[config.mk]
export PLATFORM = sky130hd
export DESIGN_NAME = psar_regs
export DESIGN_NICKNAME = d
export VERILOG_FILES = /design/src/rtl/psar_pkg.sv /design/src/rtl/psar_regs.sv
export VERILOG_INCLUDE_DIRS = /design/src /design/src/rtl
export SDC_FILE = /design/constraint.sdc
export NUM_CORES = 1
export LEC_CHECK = 0
export BUFFER_PORTS_ARGS = -buffer_cell sky130_fd_sc_hd__buf_2
export CAP_MARGIN = 20
export CORE_MARGIN = 4
export CORE_UTILIZATION = 50
export DETAILED_ROUTE_END_ITERATION = 10
export HOLD_SLACK_MARGIN = 0.15
export PLACE_DENSITY = 0.66
export SLEW_MARGIN = 25
export SYNTH_ARGS = -nofsm -noshare
export SYNTH_HDL_FRONTEND = slang
export SYNTH_SLANG_ARGS = --single-unit
export TNS_END_PERCENT = 5
[constraint.sdc]
create_clock -name clk -period 2.7 [get_ports clk]
set_clock_uncertainty 0.2 [all_clocks]
set_input_delay 0.405 -clock clk [delete_from_list [all_inputs] [get_ports clk]]
set_output_delay 0.405 -clock clk [all_outputs]
set_load 0.03 [all_outputs]
[src/rtl/psar_defines.svh]
// Purpose: Named constants for the status, identifier and advertisement register bank
// Assumes: Included by the bank module
// Notes:   Offsets are management register addresses, positions are bit indices
`ifndef PSAR_DEFINES_SVH
`define PSAR_DEFINES_SVH

// ------------------------------------------------------------
// Register addresses
// ------------------------------------------------------------
`define PSAR_REG_STATUS 5'h01
`define PSAR_REG_ID_HIGH 5'h02
`define PSAR_REG_ID_LOW 5'h03
`define PSAR_REG_ADVERT 5'h04

// ------------------------------------------------------------
// Status bit positions and constant upper ten bits
// ------------------------------------------------------------
`define PSAR_ST_AN_DONE 5
`define PSAR_ST_RFAULT 4
`define PSAR_ST_AN_ABLE 3
`define PSAR_ST_LINK 2
`define PSAR_ST_JABBER 1
`define PSAR_ST_EXT_CAP 0
`define PSAR_ST_UPPER 10'h1e1

// ------------------------------------------------------------
// Reset values and frame constants
// ------------------------------------------------------------
`define PSAR_SEL_RESET 5'h01
`define PSAR_PRE_LEN 6'h20
`define PSAR_OP_READ 2'h2
`define PSAR_OP_WRITE 2'h1
`define PSAR_ADDR_LAST 4'h9
`define PSAR_DATA_LAST 4'hf
`endif

[src/rtl/psar_pkg.sv]
// Purpose: Types shared by the register bank and its users
// Assumes: psar_defines.svh holds the numeric constants
// Notes:   The advertisement struct layout follows the register bit order, msb first
package psar_pkg;
  // ------------------------------------------------------------
  // Frame receiver states
  // ------------------------------------------------------------
  typedef enum logic [2:0] {
    PSAR_IDLE = 3'h0,
    PSAR_START = 3'h1,
    PSAR_OPCODE = 3'h2,
    PSAR_ADDR = 3'h3,
    PSAR_TURN = 3'h4,
    PSAR_DATA = 3'h5
  } psar_state_e;

  // Advertisement register image, one field per bit group
  typedef struct packed {
    logic next_page;
    logic rsvd14;
    logic remote_fault;
    logic rsvd12;
    logic asym_pause;
    logic pause;
    logic t4;
    logic [3:0] ability;
    logic [4:0] selector;
  } psar_adv_s;

  // Status inputs from the negotiation and link logic
  typedef struct packed {
    logic an_enable;
    logic an_complete;
    logic link_up;
    logic speed_10;
    logic jabber;
    logic far_end_fault;
    logic partner_fault;
  } psar_stat_s;
endpackage : psar_pkg

[src/rtl/psar_regs.sv]
// Purpose: Status, identifier and advertisement registers behind the management pins
// Assumes: Management clock is far slower than clk and arrives from outside
// Notes:   Writes to other addresses are ignored, reads of them leave the pin released
`timescale 1ns/1ns
`include "psar_defines.svh"

// What this block does
// - Status bit 5 shows negotiation finished
// - Remote fault latches high until read
// - Far-end or partner fault sets remote fault
// - Link bit latches low after link loss
// - Later read while linked returns one
// - Jabber latches high, only in 10 Mbps
// - Status bit 3 constant one
// - Status bit 0 constant one
// - Model number in identifier bits 9:4
// - Revision number in identifier bits 3:0
// - Next-page bit writable, resets zero
// - Remote-fault advertise bit writable, resets zero
// - Asymmetric pause bit writable, resets zero
// - Symmetric pause bit writable, resets zero
// - T4 advertise bit stays zero
// - Ability bits writable, reset from straps
// - Selector writable, resets to 00001
// - Preamble only needed once or after errors
module psar_regs #(
  parameter logic [21:0] OUI = 22'h0a5a5a, // Arbitrary value
  parameter logic [5:0] MODEL = 6'h15, // Arbitrary value
  parameter logic [3:0] REVISION = 4'h3 // Arbitrary value
) (
  // Clock and reset
  input wire logic clk,
  input wire logic reset,
  // Straps, caught while reset is high
  input wire logic [4:0] strap_phy_addr,
  input wire logic [3:0] strap_ability,
  // Management pins
  input wire logic mdc,
  input wire logic mdio_in,
  output logic mdio_out,
  output logic mdio_oe,
  // Negotiation side
  input wire psar_pkg::psar_stat_s stat_in,
  output psar_pkg::psar_adv_s adv_out
);
  import psar_pkg::*;

  // ------------------------------------------------------------
  // Pin synchronisers
  // ------------------------------------------------------------
  logic mdc_s1_q; // First stage, read only by the second
  logic mdc_s2_q; // Usable clock level
  logic mdc_s3_q; // Previous level for edge detect
  logic mdio_s1_q; // First stage of data pin
  logic mdio_s2_q; // Usable data level

  // Two stages before any logic reads a pin
  always_ff @(posedge clk) begin
    if (reset) begin
      mdc_s1_q <= 1'b1; // Idle level, so leaving reset makes no false edge
      mdc_s2_q <= 1'b1;
      mdc_s3_q <= 1'b1;
      mdio_s1_q <= 1'b1;
      mdio_s2_q <= 1'b1;
    end else begin
      mdc_s1_q <= mdc;
      mdc_s2_q <= mdc_s1_q;
      mdc_s3_q <= mdc_s2_q;
      mdio_s1_q <= mdio_in;
      mdio_s2_q <= mdio_s1_q;
    end
  end

  logic rise; // One clk pulse per management clock rising edge
  logic bit_in; // Data bit sampled on that edge
  assign rise = mdc_s2_q & ~mdc_s3_q;
  assign bit_in = mdio_s2_q;

  // ------------------------------------------------------------
  // Frame receiver state
  // ------------------------------------------------------------
  psar_state_e state_q; // Receiver state
  logic [5:0] ones_q; // Run of preamble ones, saturating
  logic pre_ok_q; // A full preamble has been seen
  logic [1:0] op_q; // Opcode shift
  logic [9:0] addr_q; // Device and register address shift
  logic [3:0] cnt_q; // Bit counter within a field
  logic [15:0] data_q; // Read shift out or write shift in
  logic [4:0] phy_addr_q; // Strapped device address
  logic [9:0] next_addr; // Address including the current bit
  logic addr_hit; // Frame is for this device
  logic mapped; // Register lives in this bank
  logic rd_load; // Read of a mapped register accepted
  logic status_rd; // That read targets the status register
  logic adv_commit; // Write to the advertisement register lands
  logic op_bad; // Opcode neither read nor write
  logic turn_bad; // Write turnaround not one then zero
  logic [15:0] rd_word; // Value of the addressed register

  assign next_addr = {addr_q[8:0], bit_in};
  assign addr_hit = (next_addr[9:5] == phy_addr_q);
  assign mapped = (next_addr[4:0] == `PSAR_REG_STATUS) || (next_addr[4:0] == `PSAR_REG_ID_HIGH)
    || (next_addr[4:0] == `PSAR_REG_ID_LOW) || (next_addr[4:0] == `PSAR_REG_ADVERT);
  assign rd_load = rise && (state_q == PSAR_ADDR) && (cnt_q == `PSAR_ADDR_LAST)
    && (op_q == `PSAR_OP_READ) && addr_hit && mapped;
  assign status_rd = rd_load && (next_addr[4:0] == `PSAR_REG_STATUS);
  assign adv_commit = rise && (state_q == PSAR_DATA) && (cnt_q == `PSAR_DATA_LAST)
    && (op_q == `PSAR_OP_WRITE) && (addr_q[9:5] == phy_addr_q)
    && (addr_q[4:0] == `PSAR_REG_ADVERT);
  assign op_bad = rise && (state_q == PSAR_OPCODE) && (cnt_q[0] == 1'b1)
    && ({op_q[0], bit_in} != `PSAR_OP_READ) && ({op_q[0], bit_in} != `PSAR_OP_WRITE);
  assign turn_bad = rise && (state_q == PSAR_TURN) && (op_q == `PSAR_OP_WRITE)
    && (bit_in != ~cnt_q[0]);

  // Straps are caught while reset is held, never after
  always_ff @(posedge clk) begin
    if (reset) begin
      phy_addr_q <= strap_phy_addr;
    end
  end

  // ------------------------------------------------------------
  // Frame sequencing, advanced on each management clock rising edge
  // ------------------------------------------------------------
  always_ff @(posedge clk) begin
    if (reset) begin
      state_q <= PSAR_IDLE;
      ones_q <= 6'h00;
      pre_ok_q <= 1'b0;
      op_q <= 2'h0;
      addr_q <= 10'h000;
      cnt_q <= 4'h0;
    end else if (rise) begin
      unique case (state_q)
        PSAR_IDLE: begin
          if (bit_in) begin
            // Saturate so a long preamble never wraps
            if (ones_q != `PSAR_PRE_LEN) ones_q <= ones_q + 6'h01;
            if (ones_q >= `PSAR_PRE_LEN - 6'h01) pre_ok_q <= 1'b1;
          end else begin
            // A zero starts a frame once any full preamble was seen
            ones_q <= 6'h00;
            if (pre_ok_q) state_q <= PSAR_START;
          end
        end
        PSAR_START: begin
          cnt_q <= 4'h0;
          state_q <= bit_in ? PSAR_OPCODE : PSAR_IDLE;
        end
        PSAR_OPCODE: begin
          op_q <= {op_q[0], bit_in};
          cnt_q <= cnt_q + 4'h1;
          if (cnt_q[0]) begin
            cnt_q <= 4'h0;
            if (op_bad) begin
              // Bad opcode demands a fresh full preamble
              pre_ok_q <= 1'b0;
              state_q <= PSAR_IDLE;
            end else begin
              state_q <= PSAR_ADDR;
            end
          end
        end
        PSAR_ADDR: begin
          addr_q <= next_addr;
          cnt_q <= cnt_q + 4'h1;
          if (cnt_q == `PSAR_ADDR_LAST) begin
            cnt_q <= 4'h0;
            state_q <= PSAR_TURN;
          end
        end
        PSAR_TURN: begin
          cnt_q <= cnt_q + 4'h1;
          if (turn_bad) begin
            // Bad write turnaround also drops preamble credit
            pre_ok_q <= 1'b0;
            state_q <= PSAR_IDLE;
          end else if (cnt_q[0]) begin
            cnt_q <= 4'h0;
            state_q <= PSAR_DATA;
          end
        end
        PSAR_DATA: begin
          cnt_q <= cnt_q + 4'h1;
          if (cnt_q == `PSAR_DATA_LAST) begin
            cnt_q <= 4'h0;
            ones_q <= 6'h00;
            state_q <= PSAR_IDLE;
          end
        end
      endcase
    end
  end

  // ------------------------------------------------------------
  // Read and write data path, pin drive
  // ------------------------------------------------------------
  logic drive_q; // This frame is a read answered here

  // Shift data; drive turnaround zero then sixteen bits msb first
  always_ff @(posedge clk) begin
    if (reset) begin
      data_q <= 16'h0000;
      drive_q <= 1'b0;
      mdio_out <= 1'b1;
      mdio_oe <= 1'b0;
    end else if (rd_load) begin
      // Snapshot taken at the address, so later events wait for the next read
      data_q <= rd_word;
      drive_q <= 1'b1;
    end else if (rise) begin
      if (state_q == PSAR_TURN && drive_q) begin
        if (!cnt_q[0]) begin
          mdio_oe <= 1'b1;
          mdio_out <= 1'b0;
        end else begin
          mdio_out <= data_q[15];
          data_q <= {data_q[14:0], 1'b0};
        end
      end else if (state_q == PSAR_DATA) begin
        if (drive_q) begin
          mdio_out <= data_q[15];
          data_q <= {data_q[14:0], 1'b0};
          if (cnt_q == `PSAR_DATA_LAST) begin
            // Release the pin after the last bit period
            mdio_oe <= 1'b0;
            mdio_out <= 1'b1;
            drive_q <= 1'b0;
          end
        end else begin
          data_q <= {data_q[14:0], bit_in};
        end
      end else if (state_q == PSAR_IDLE) begin
        drive_q <= 1'b0;
        mdio_oe <= 1'b0;
        mdio_out <= 1'b1;
      end
    end
  end

  // ------------------------------------------------------------
  // Latched status bits
  // ------------------------------------------------------------
  logic rfault_q; // Remote fault, latched high
  logic jabber_q; // Jabber, latched high
  logic link_q; // Link, latched low
  logic rfault_evt; // Either fault source this cycle
  logic jabber_evt; // Jabber while running at 10 Mbps

  assign rfault_evt = stat_in.far_end_fault | stat_in.partner_fault;
  assign jabber_evt = stat_in.jabber & stat_in.speed_10;

  // An event in the read cycle wins over the clear, so none is lost
  always_ff @(posedge clk) begin
    if (reset) begin
      rfault_q <= 1'b0;
      jabber_q <= 1'b0;
      link_q <= 1'b0;
    end else begin
      if (rfault_evt) rfault_q <= 1'b1;
      else if (status_rd) rfault_q <= 1'b0;
      if (jabber_evt) jabber_q <= 1'b1;
      else if (status_rd) jabber_q <= 1'b0;
      // Link loss forces zero; only a read lets it rise again
      if (!stat_in.link_up) link_q <= 1'b0;
      else if (status_rd) link_q <= 1'b1;
    end
  end

  // ------------------------------------------------------------
  // Register read mux
  // ------------------------------------------------------------
  always_comb begin
    rd_word = 16'h0000;
    unique case (next_addr[4:0])
      `PSAR_REG_STATUS: begin
        rd_word = {`PSAR_ST_UPPER, 6'h00};
        rd_word[`PSAR_ST_AN_DONE] = stat_in.an_enable & stat_in.an_complete;
        rd_word[`PSAR_ST_RFAULT] = rfault_q;
        rd_word[`PSAR_ST_AN_ABLE] = 1'b1;
        rd_word[`PSAR_ST_LINK] = link_q;
        rd_word[`PSAR_ST_JABBER] = jabber_q;
        rd_word[`PSAR_ST_EXT_CAP] = 1'b1;
      end
      `PSAR_REG_ID_HIGH: rd_word = OUI[21:6];
      `PSAR_REG_ID_LOW: rd_word = {OUI[5:0], MODEL, REVISION};
      `PSAR_REG_ADVERT: rd_word = adv_out;
      default: rd_word = 16'h0000;
    endcase
  end

  // ------------------------------------------------------------
  // Advertisement register
  // ------------------------------------------------------------
  psar_adv_s wr_adv; // Incoming write, including the last bit
  assign wr_adv = {data_q[14:0], bit_in};

  // Read-only bits stay zero whatever is written
  always_ff @(posedge clk) begin
    if (reset) begin
      adv_out <= '0;
      adv_out.ability <= strap_ability;
      adv_out.selector <= `PSAR_SEL_RESET;
    end else if (adv_commit) begin
      adv_out.next_page <= wr_adv.next_page;
      adv_out.remote_fault <= wr_adv.remote_fault;
      adv_out.asym_pause <= wr_adv.asym_pause;
      adv_out.pause <= wr_adv.pause;
      adv_out.ability <= wr_adv.ability;
      adv_out.selector <= wr_adv.selector;
    end
  end
endmodule : psar_regs

==> flow_results.xml <==
<?xml version="1.0" encoding="UTF-8"?>
<metrics>
  <group name="run_status">
    <metric name="result_of_the_run" unit="">finished clean</metric>
  </group>
  <group name="routing">
    <metric name="first_iter_violations" unit="">198</metric>
    <metric name="m1WireLength" unit="mm">4.38</metric>
    <metric name="detailedRoute.firstPassIterationCount" unit="">5</metric>
    <metric name="ant_nets" unit="">0</metric>
    <metric name="route.met3.wl" unit="µm">450</metric>
    <metric name="drc" unit="">0</metric>
    <metric name="routed_wire_length_per_instance" unit="µm">15.7</metric>
    <metric name="wirelength" unit="mm">9.19</metric>
    <metric name="dr_wl_met2" unit="mm">4.21</metric>
    <metric name="detailroute.via_count" unit="">3299</metric>
    <metric name="post_drt_via_cell_ratio" unit="">5.63</metric>
    <metric name="highest-signal-layer" unit="">met4</metric>
  </group>
  <group name="yosys">
    <metric name="synth_top_family_by_area" unit="">simple AND/OR/NAND/NOR gates</metric>
    <metric name="synth_top_cell_area_share" unit="%">32.5</metric>
    <metric name="synthesis.area" unit="µm²">3820</metric>
    <metric name="synthesized_area_fraction_occupied_by_adder_cells" unit="%">1.64</metric>
    <metric name="edff_count_synth" unit="">9</metric>
    <metric name="synth_compound_area_share" unit="%">17.5</metric>
    <metric name="syn_inst" unit="">436</metric>
    <metric name="synthXorXnorAreaFrac" unit="%">4.56</metric>
    <metric name="synth.mux.area_fraction" unit="%">6.26</metric>
    <metric name="yosysWarningCount" unit="">0</metric>
    <metric name="synthFlopType" unit="">sky130_fd_sc_hd__dfxtp_1</metric>
    <metric name="synth_seq_area_share" unit="%">39.6</metric>
    <metric name="postSynthAreaPerCell" unit="µm²">8.75</metric>
    <metric name="yosys.cell_types.count" unit="">73</metric>
    <metric name="postSynth.asyncResetShare" unit="%">0</metric>
    <metric name="area_contributors_post_synth" unit="">sky130_fd_sc_hd__dfxtp_1 33%, sky130_fd_sc_hd__edfxtp_1 7.1%, sky130_fd_sc_hd__nor2_1 5.1%</metric>
    <metric name="synth-seq-cells" unit="">71</metric>
    <metric name="yosysTopAreaCell" unit="">sky130_fd_sc_hd__dfxtp_1</metric>
    <metric name="synth-simple-area-share" unit="%">24.7</metric>
  </group>
  <group name="power">
    <metric name="share_comb_of_total_power" unit="%">6.1</metric>
    <metric name="power.internal" unit="mW">1.59</metric>
    <metric name="p_switching" unit="µW">523</metric>
    <metric name="clockPowerShare" unit="%">41.9</metric>
    <metric name="power_leakage" unit="nW">1.77</metric>
    <metric name="worst_ir_drop_on_vdd" unit="mV">0.369</metric>
    <metric name="total_power_per_unit_cell_area" unit="nW/µm²">476</metric>
    <metric name="p_seq_share" unit="%">52.0</metric>
    <metric name="switching_power_as_a_share_of_total_power" unit="%">24.8</metric>
  </group>
  <group name="worst_hold_path">
    <metric name="holdCritPathClass" unit="">in -&gt; reg</metric>
  </group>
  <group name="clock_tree">
    <metric name="cts_tree" unit="">yes</metric>
    <metric name="cts.root.buffer_cell" unit="">sky130_fd_sc_hd__clkbuf_8</metric>
    <metric name="ctsLongestPathBuffers" unit="">2</metric>
    <metric name="clk_pin_slew" unit="ps">90</metric>
    <metric name="clock_sink_count" unit="">71</metric>
    <metric name="cts.repair_timing.setup_buffer_count" unit="">0</metric>
    <metric name="cts-htree-levels" unit="">3</metric>
    <metric name="worstSkewPairLatency" unit="ps">360</metric>
    <metric name="tritoncts.num_buffers" unit="">9</metric>
  </group>
  <group name="sta">
    <metric name="timing.final.hold_violations" unit="">0</metric>
    <metric name="whs" unit="ps">155</metric>
    <metric name="worst_slew_pin_slew" unit="ps">782</metric>
    <metric name="maxSlewViolCount" unit="">0</metric>
    <metric name="tns" unit="ps">0</metric>
    <metric name="final-setup-viol-count" unit="">0</metric>
    <metric name="timing.slew.headroom" unit="%">47.4</metric>
    <metric name="timing.fmax" unit="MHz">420</metric>
    <metric name="final_critical_delay_including_setup_and_external_delays" unit="ps">2380</metric>
    <metric name="final_min_period_over_clock_period" unit="%">88.1</metric>
    <metric name="rsz0062_at_grt" unit="">no</metric>
  </group>
  <group name="cells_and_area">
    <metric name="post-route-util" unit="%">60.4</metric>
    <metric name="final_cell_mix" unit="">62 x sky130_fd_sc_hd__dfxtp_1, 52 x sky130_fd_sc_hd__nor2_1, 46 x sky130_fd_sc_hd__nand2_1</metric>
    <metric name="fin_nets" unit="">507</metric>
    <metric name="commonest_non_fill_non_tap_cell_in_the_layout" unit="">sky130_fd_sc_hd__dfxtp_1</metric>
    <metric name="layout_area_overhead" unit="%">16.1</metric>
    <metric name="fraction_of_final_layout_cells_sized_beyond_drive_strength_1" unit="%">19.5</metric>
    <metric name="antenna_cells_inserted" unit="">0</metric>
  </group>
  <group name="global_routing">
    <metric name="grt_start_max_net_pins" unit="">39</metric>
    <metric name="grt_first_pass_wirelength" unit="mm">15.2</metric>
    <metric name="grt.total_usage" unit="%">21.5</metric>
    <metric name="grt_antenna_before_repair" unit="">0</metric>
    <metric name="grt_overflow" unit="">0</metric>
    <metric name="first_global_vias" unit="">3110</metric>
  </group>
  <group name="setup_path">
    <metric name="critPathCaptureType" unit="">register</metric>
    <metric name="crit_path_max_fanout" unit="">12</metric>
    <metric name="crit_reg_reg_startpoint" unit="">state_q[1]</metric>
    <metric name="timing.setup.critical_path_class" unit="">reg -&gt; reg</metric>
    <metric name="critPathArrivalTime" unit="ps">2460</metric>
    <metric name="cp-endpoint" unit="">data_q[7]</metric>
    <metric name="worstSetupStartpointType" unit="">register</metric>
    <metric name="crit_required" unit="ps">2780</metric>
    <metric name="r2r-end" unit="">data_q[7]</metric>
    <metric name="critPathLaunch" unit="">state_q[1]</metric>
    <metric name="worst-r2r-setup-slack" unit="ps">320</metric>
    <metric name="r2r.worst_path.cells" unit="">5</metric>
  </group>
  <group name="die">
    <metric name="top_level_ports" unit="">38</metric>
    <metric name="dieWidth" unit="µm">95.4</metric>
    <metric name="die-area" unit="µm²">9090</metric>
    <metric name="die_h" unit="µm">95.4</metric>
    <metric name="start_util" unit="%">52.1</metric>
    <metric name="rows" unit="">31</metric>
    <metric name="std_cell_core_area" unit="µm²">7330</metric>
  </group>
  <group name="place">
    <metric name="io_port_bufs" unit="">34</metric>
    <metric name="gp_congestion" unit="">0.888</metric>
    <metric name="hpwl" unit="mm">6.46</metric>
  </group>
  <group name="run">
    <metric name="cap_viol_max_count" unit="">0</metric>
  </group>
</metrics>
-- Yosys cell counts, drive strengths merged, types with 3 or more instances --
library cell and instances:
nor2 52, nor4 6, dfxtp 62, xnor2 12
o22ai 3, o21ai 14, a211oi 12, nand2b 10
nand2 46, nor3b 4, nand3b 3, nand4 3
o31ai 3, a31oi 4, xor2 7, nor2b 5
and3 3, clkbuf 14, edfxtp 9, ha 5
mux2 7, nor3 14, inv 10, a21oi 29
mux2i 16, nand3 12, a21o 4, nor4b 3
or2 5, buf 18, a2bb2oi 4
-- worst min path at each step --
stage / from / endpoint / slack (ps) / depth (start not counted)
floorplan: mdio_s1_q / bit_in / 190 / 1
global placement: mdc_s1_q / mdc_s2_q / 210 / 1
detailed placement: mdc_s1_q / mdc_s2_q / 210 / 1
CTS: strap_ability[1] / adv_out[6] / 160 / 3
global route: strap_ability[0] / adv_out[5] / 180 / 3
finish: strap_ability[1] / adv_out[6] / 150 / 3
-- routing by layer --
| metal | vias to the layer above | track usage, % |
|---|---|---|
| li1 | 1631 | - |
| met2 | 97 | 32.5 |
| met5 | - | 0 |
| met1 | 1560 | 30.5 |
| met4 | 0 | 8.29 |
| met3 | 11 | 3.71 |
-- state kept, by name, indices dropped and copies added (netlist names), 2 cells and up --
register,count
addr_q,10
adv_out,13
cnt_q,4
data_q,16
ones_q,6
op_q,2
phy_addr_q,5
state_q,3
-- worst max-delay path, stage by stage (launching register included) --
cell	delay, ps
sky130_fd_sc_hd__dfxtp_1	520
sky130_fd_sc_hd__and3b_2	310
sky130_fd_sc_hd__nand2_1	200
sky130_fd_sc_hd__nor4_1	710
sky130_fd_sc_hd__nand2_1	140
sky130_fd_sc_hd__a211oi_2	240
-- metrics by stage --
step                instances  cell area, µm²  total power, mW  worst slack, ps
floorplan                 438            3820             1.20              610
global placement          556            4080             1.23              440
detailed placement        556            4080             1.23              445
CTS                       586            4430             2.12              423
global route              586            4430             2.19              192
finish                    586            4430             2.11              320
-- repair_timing --
item | 4_1_cts | 5_1_grt
hold buffers | 14 | 0
endpoints found under the hold margin | 12 | 0
resized for setup | 0 | 0
-- layout make-up --
class	instances	area [µm²]
Fill cell	631	2900
Tap cell	99	124
Sequential cell	71	1510
Clock buffer	11	174
Multi-Input combinational cell	325	2100
Timing Repair Buffer	65	450
Inverter	10	37.5
Clock inverter	5	35.0
-- logic make-up after synthesis --
kind of cell | Yosys count
compound gates | 96
buf+inv | 42
xor+xnor | 19
simple gates | 179
mux | 23
fa+ha+maj | 5
other cells | 1
flops | 71
-- power by group through the flow --
stage	clock network, mW	registers (mW)	logic, mW
after floorplan	0	1.13	0.0703
after global placement	0	1.12	0.112
after detailed placement	0	1.12	0.111
after CTS	0.896	1.10	0.127
after global routing	0.953	1.10	0.141
final	0.883	1.10	0.128
(Power assumes the default switching activity.)
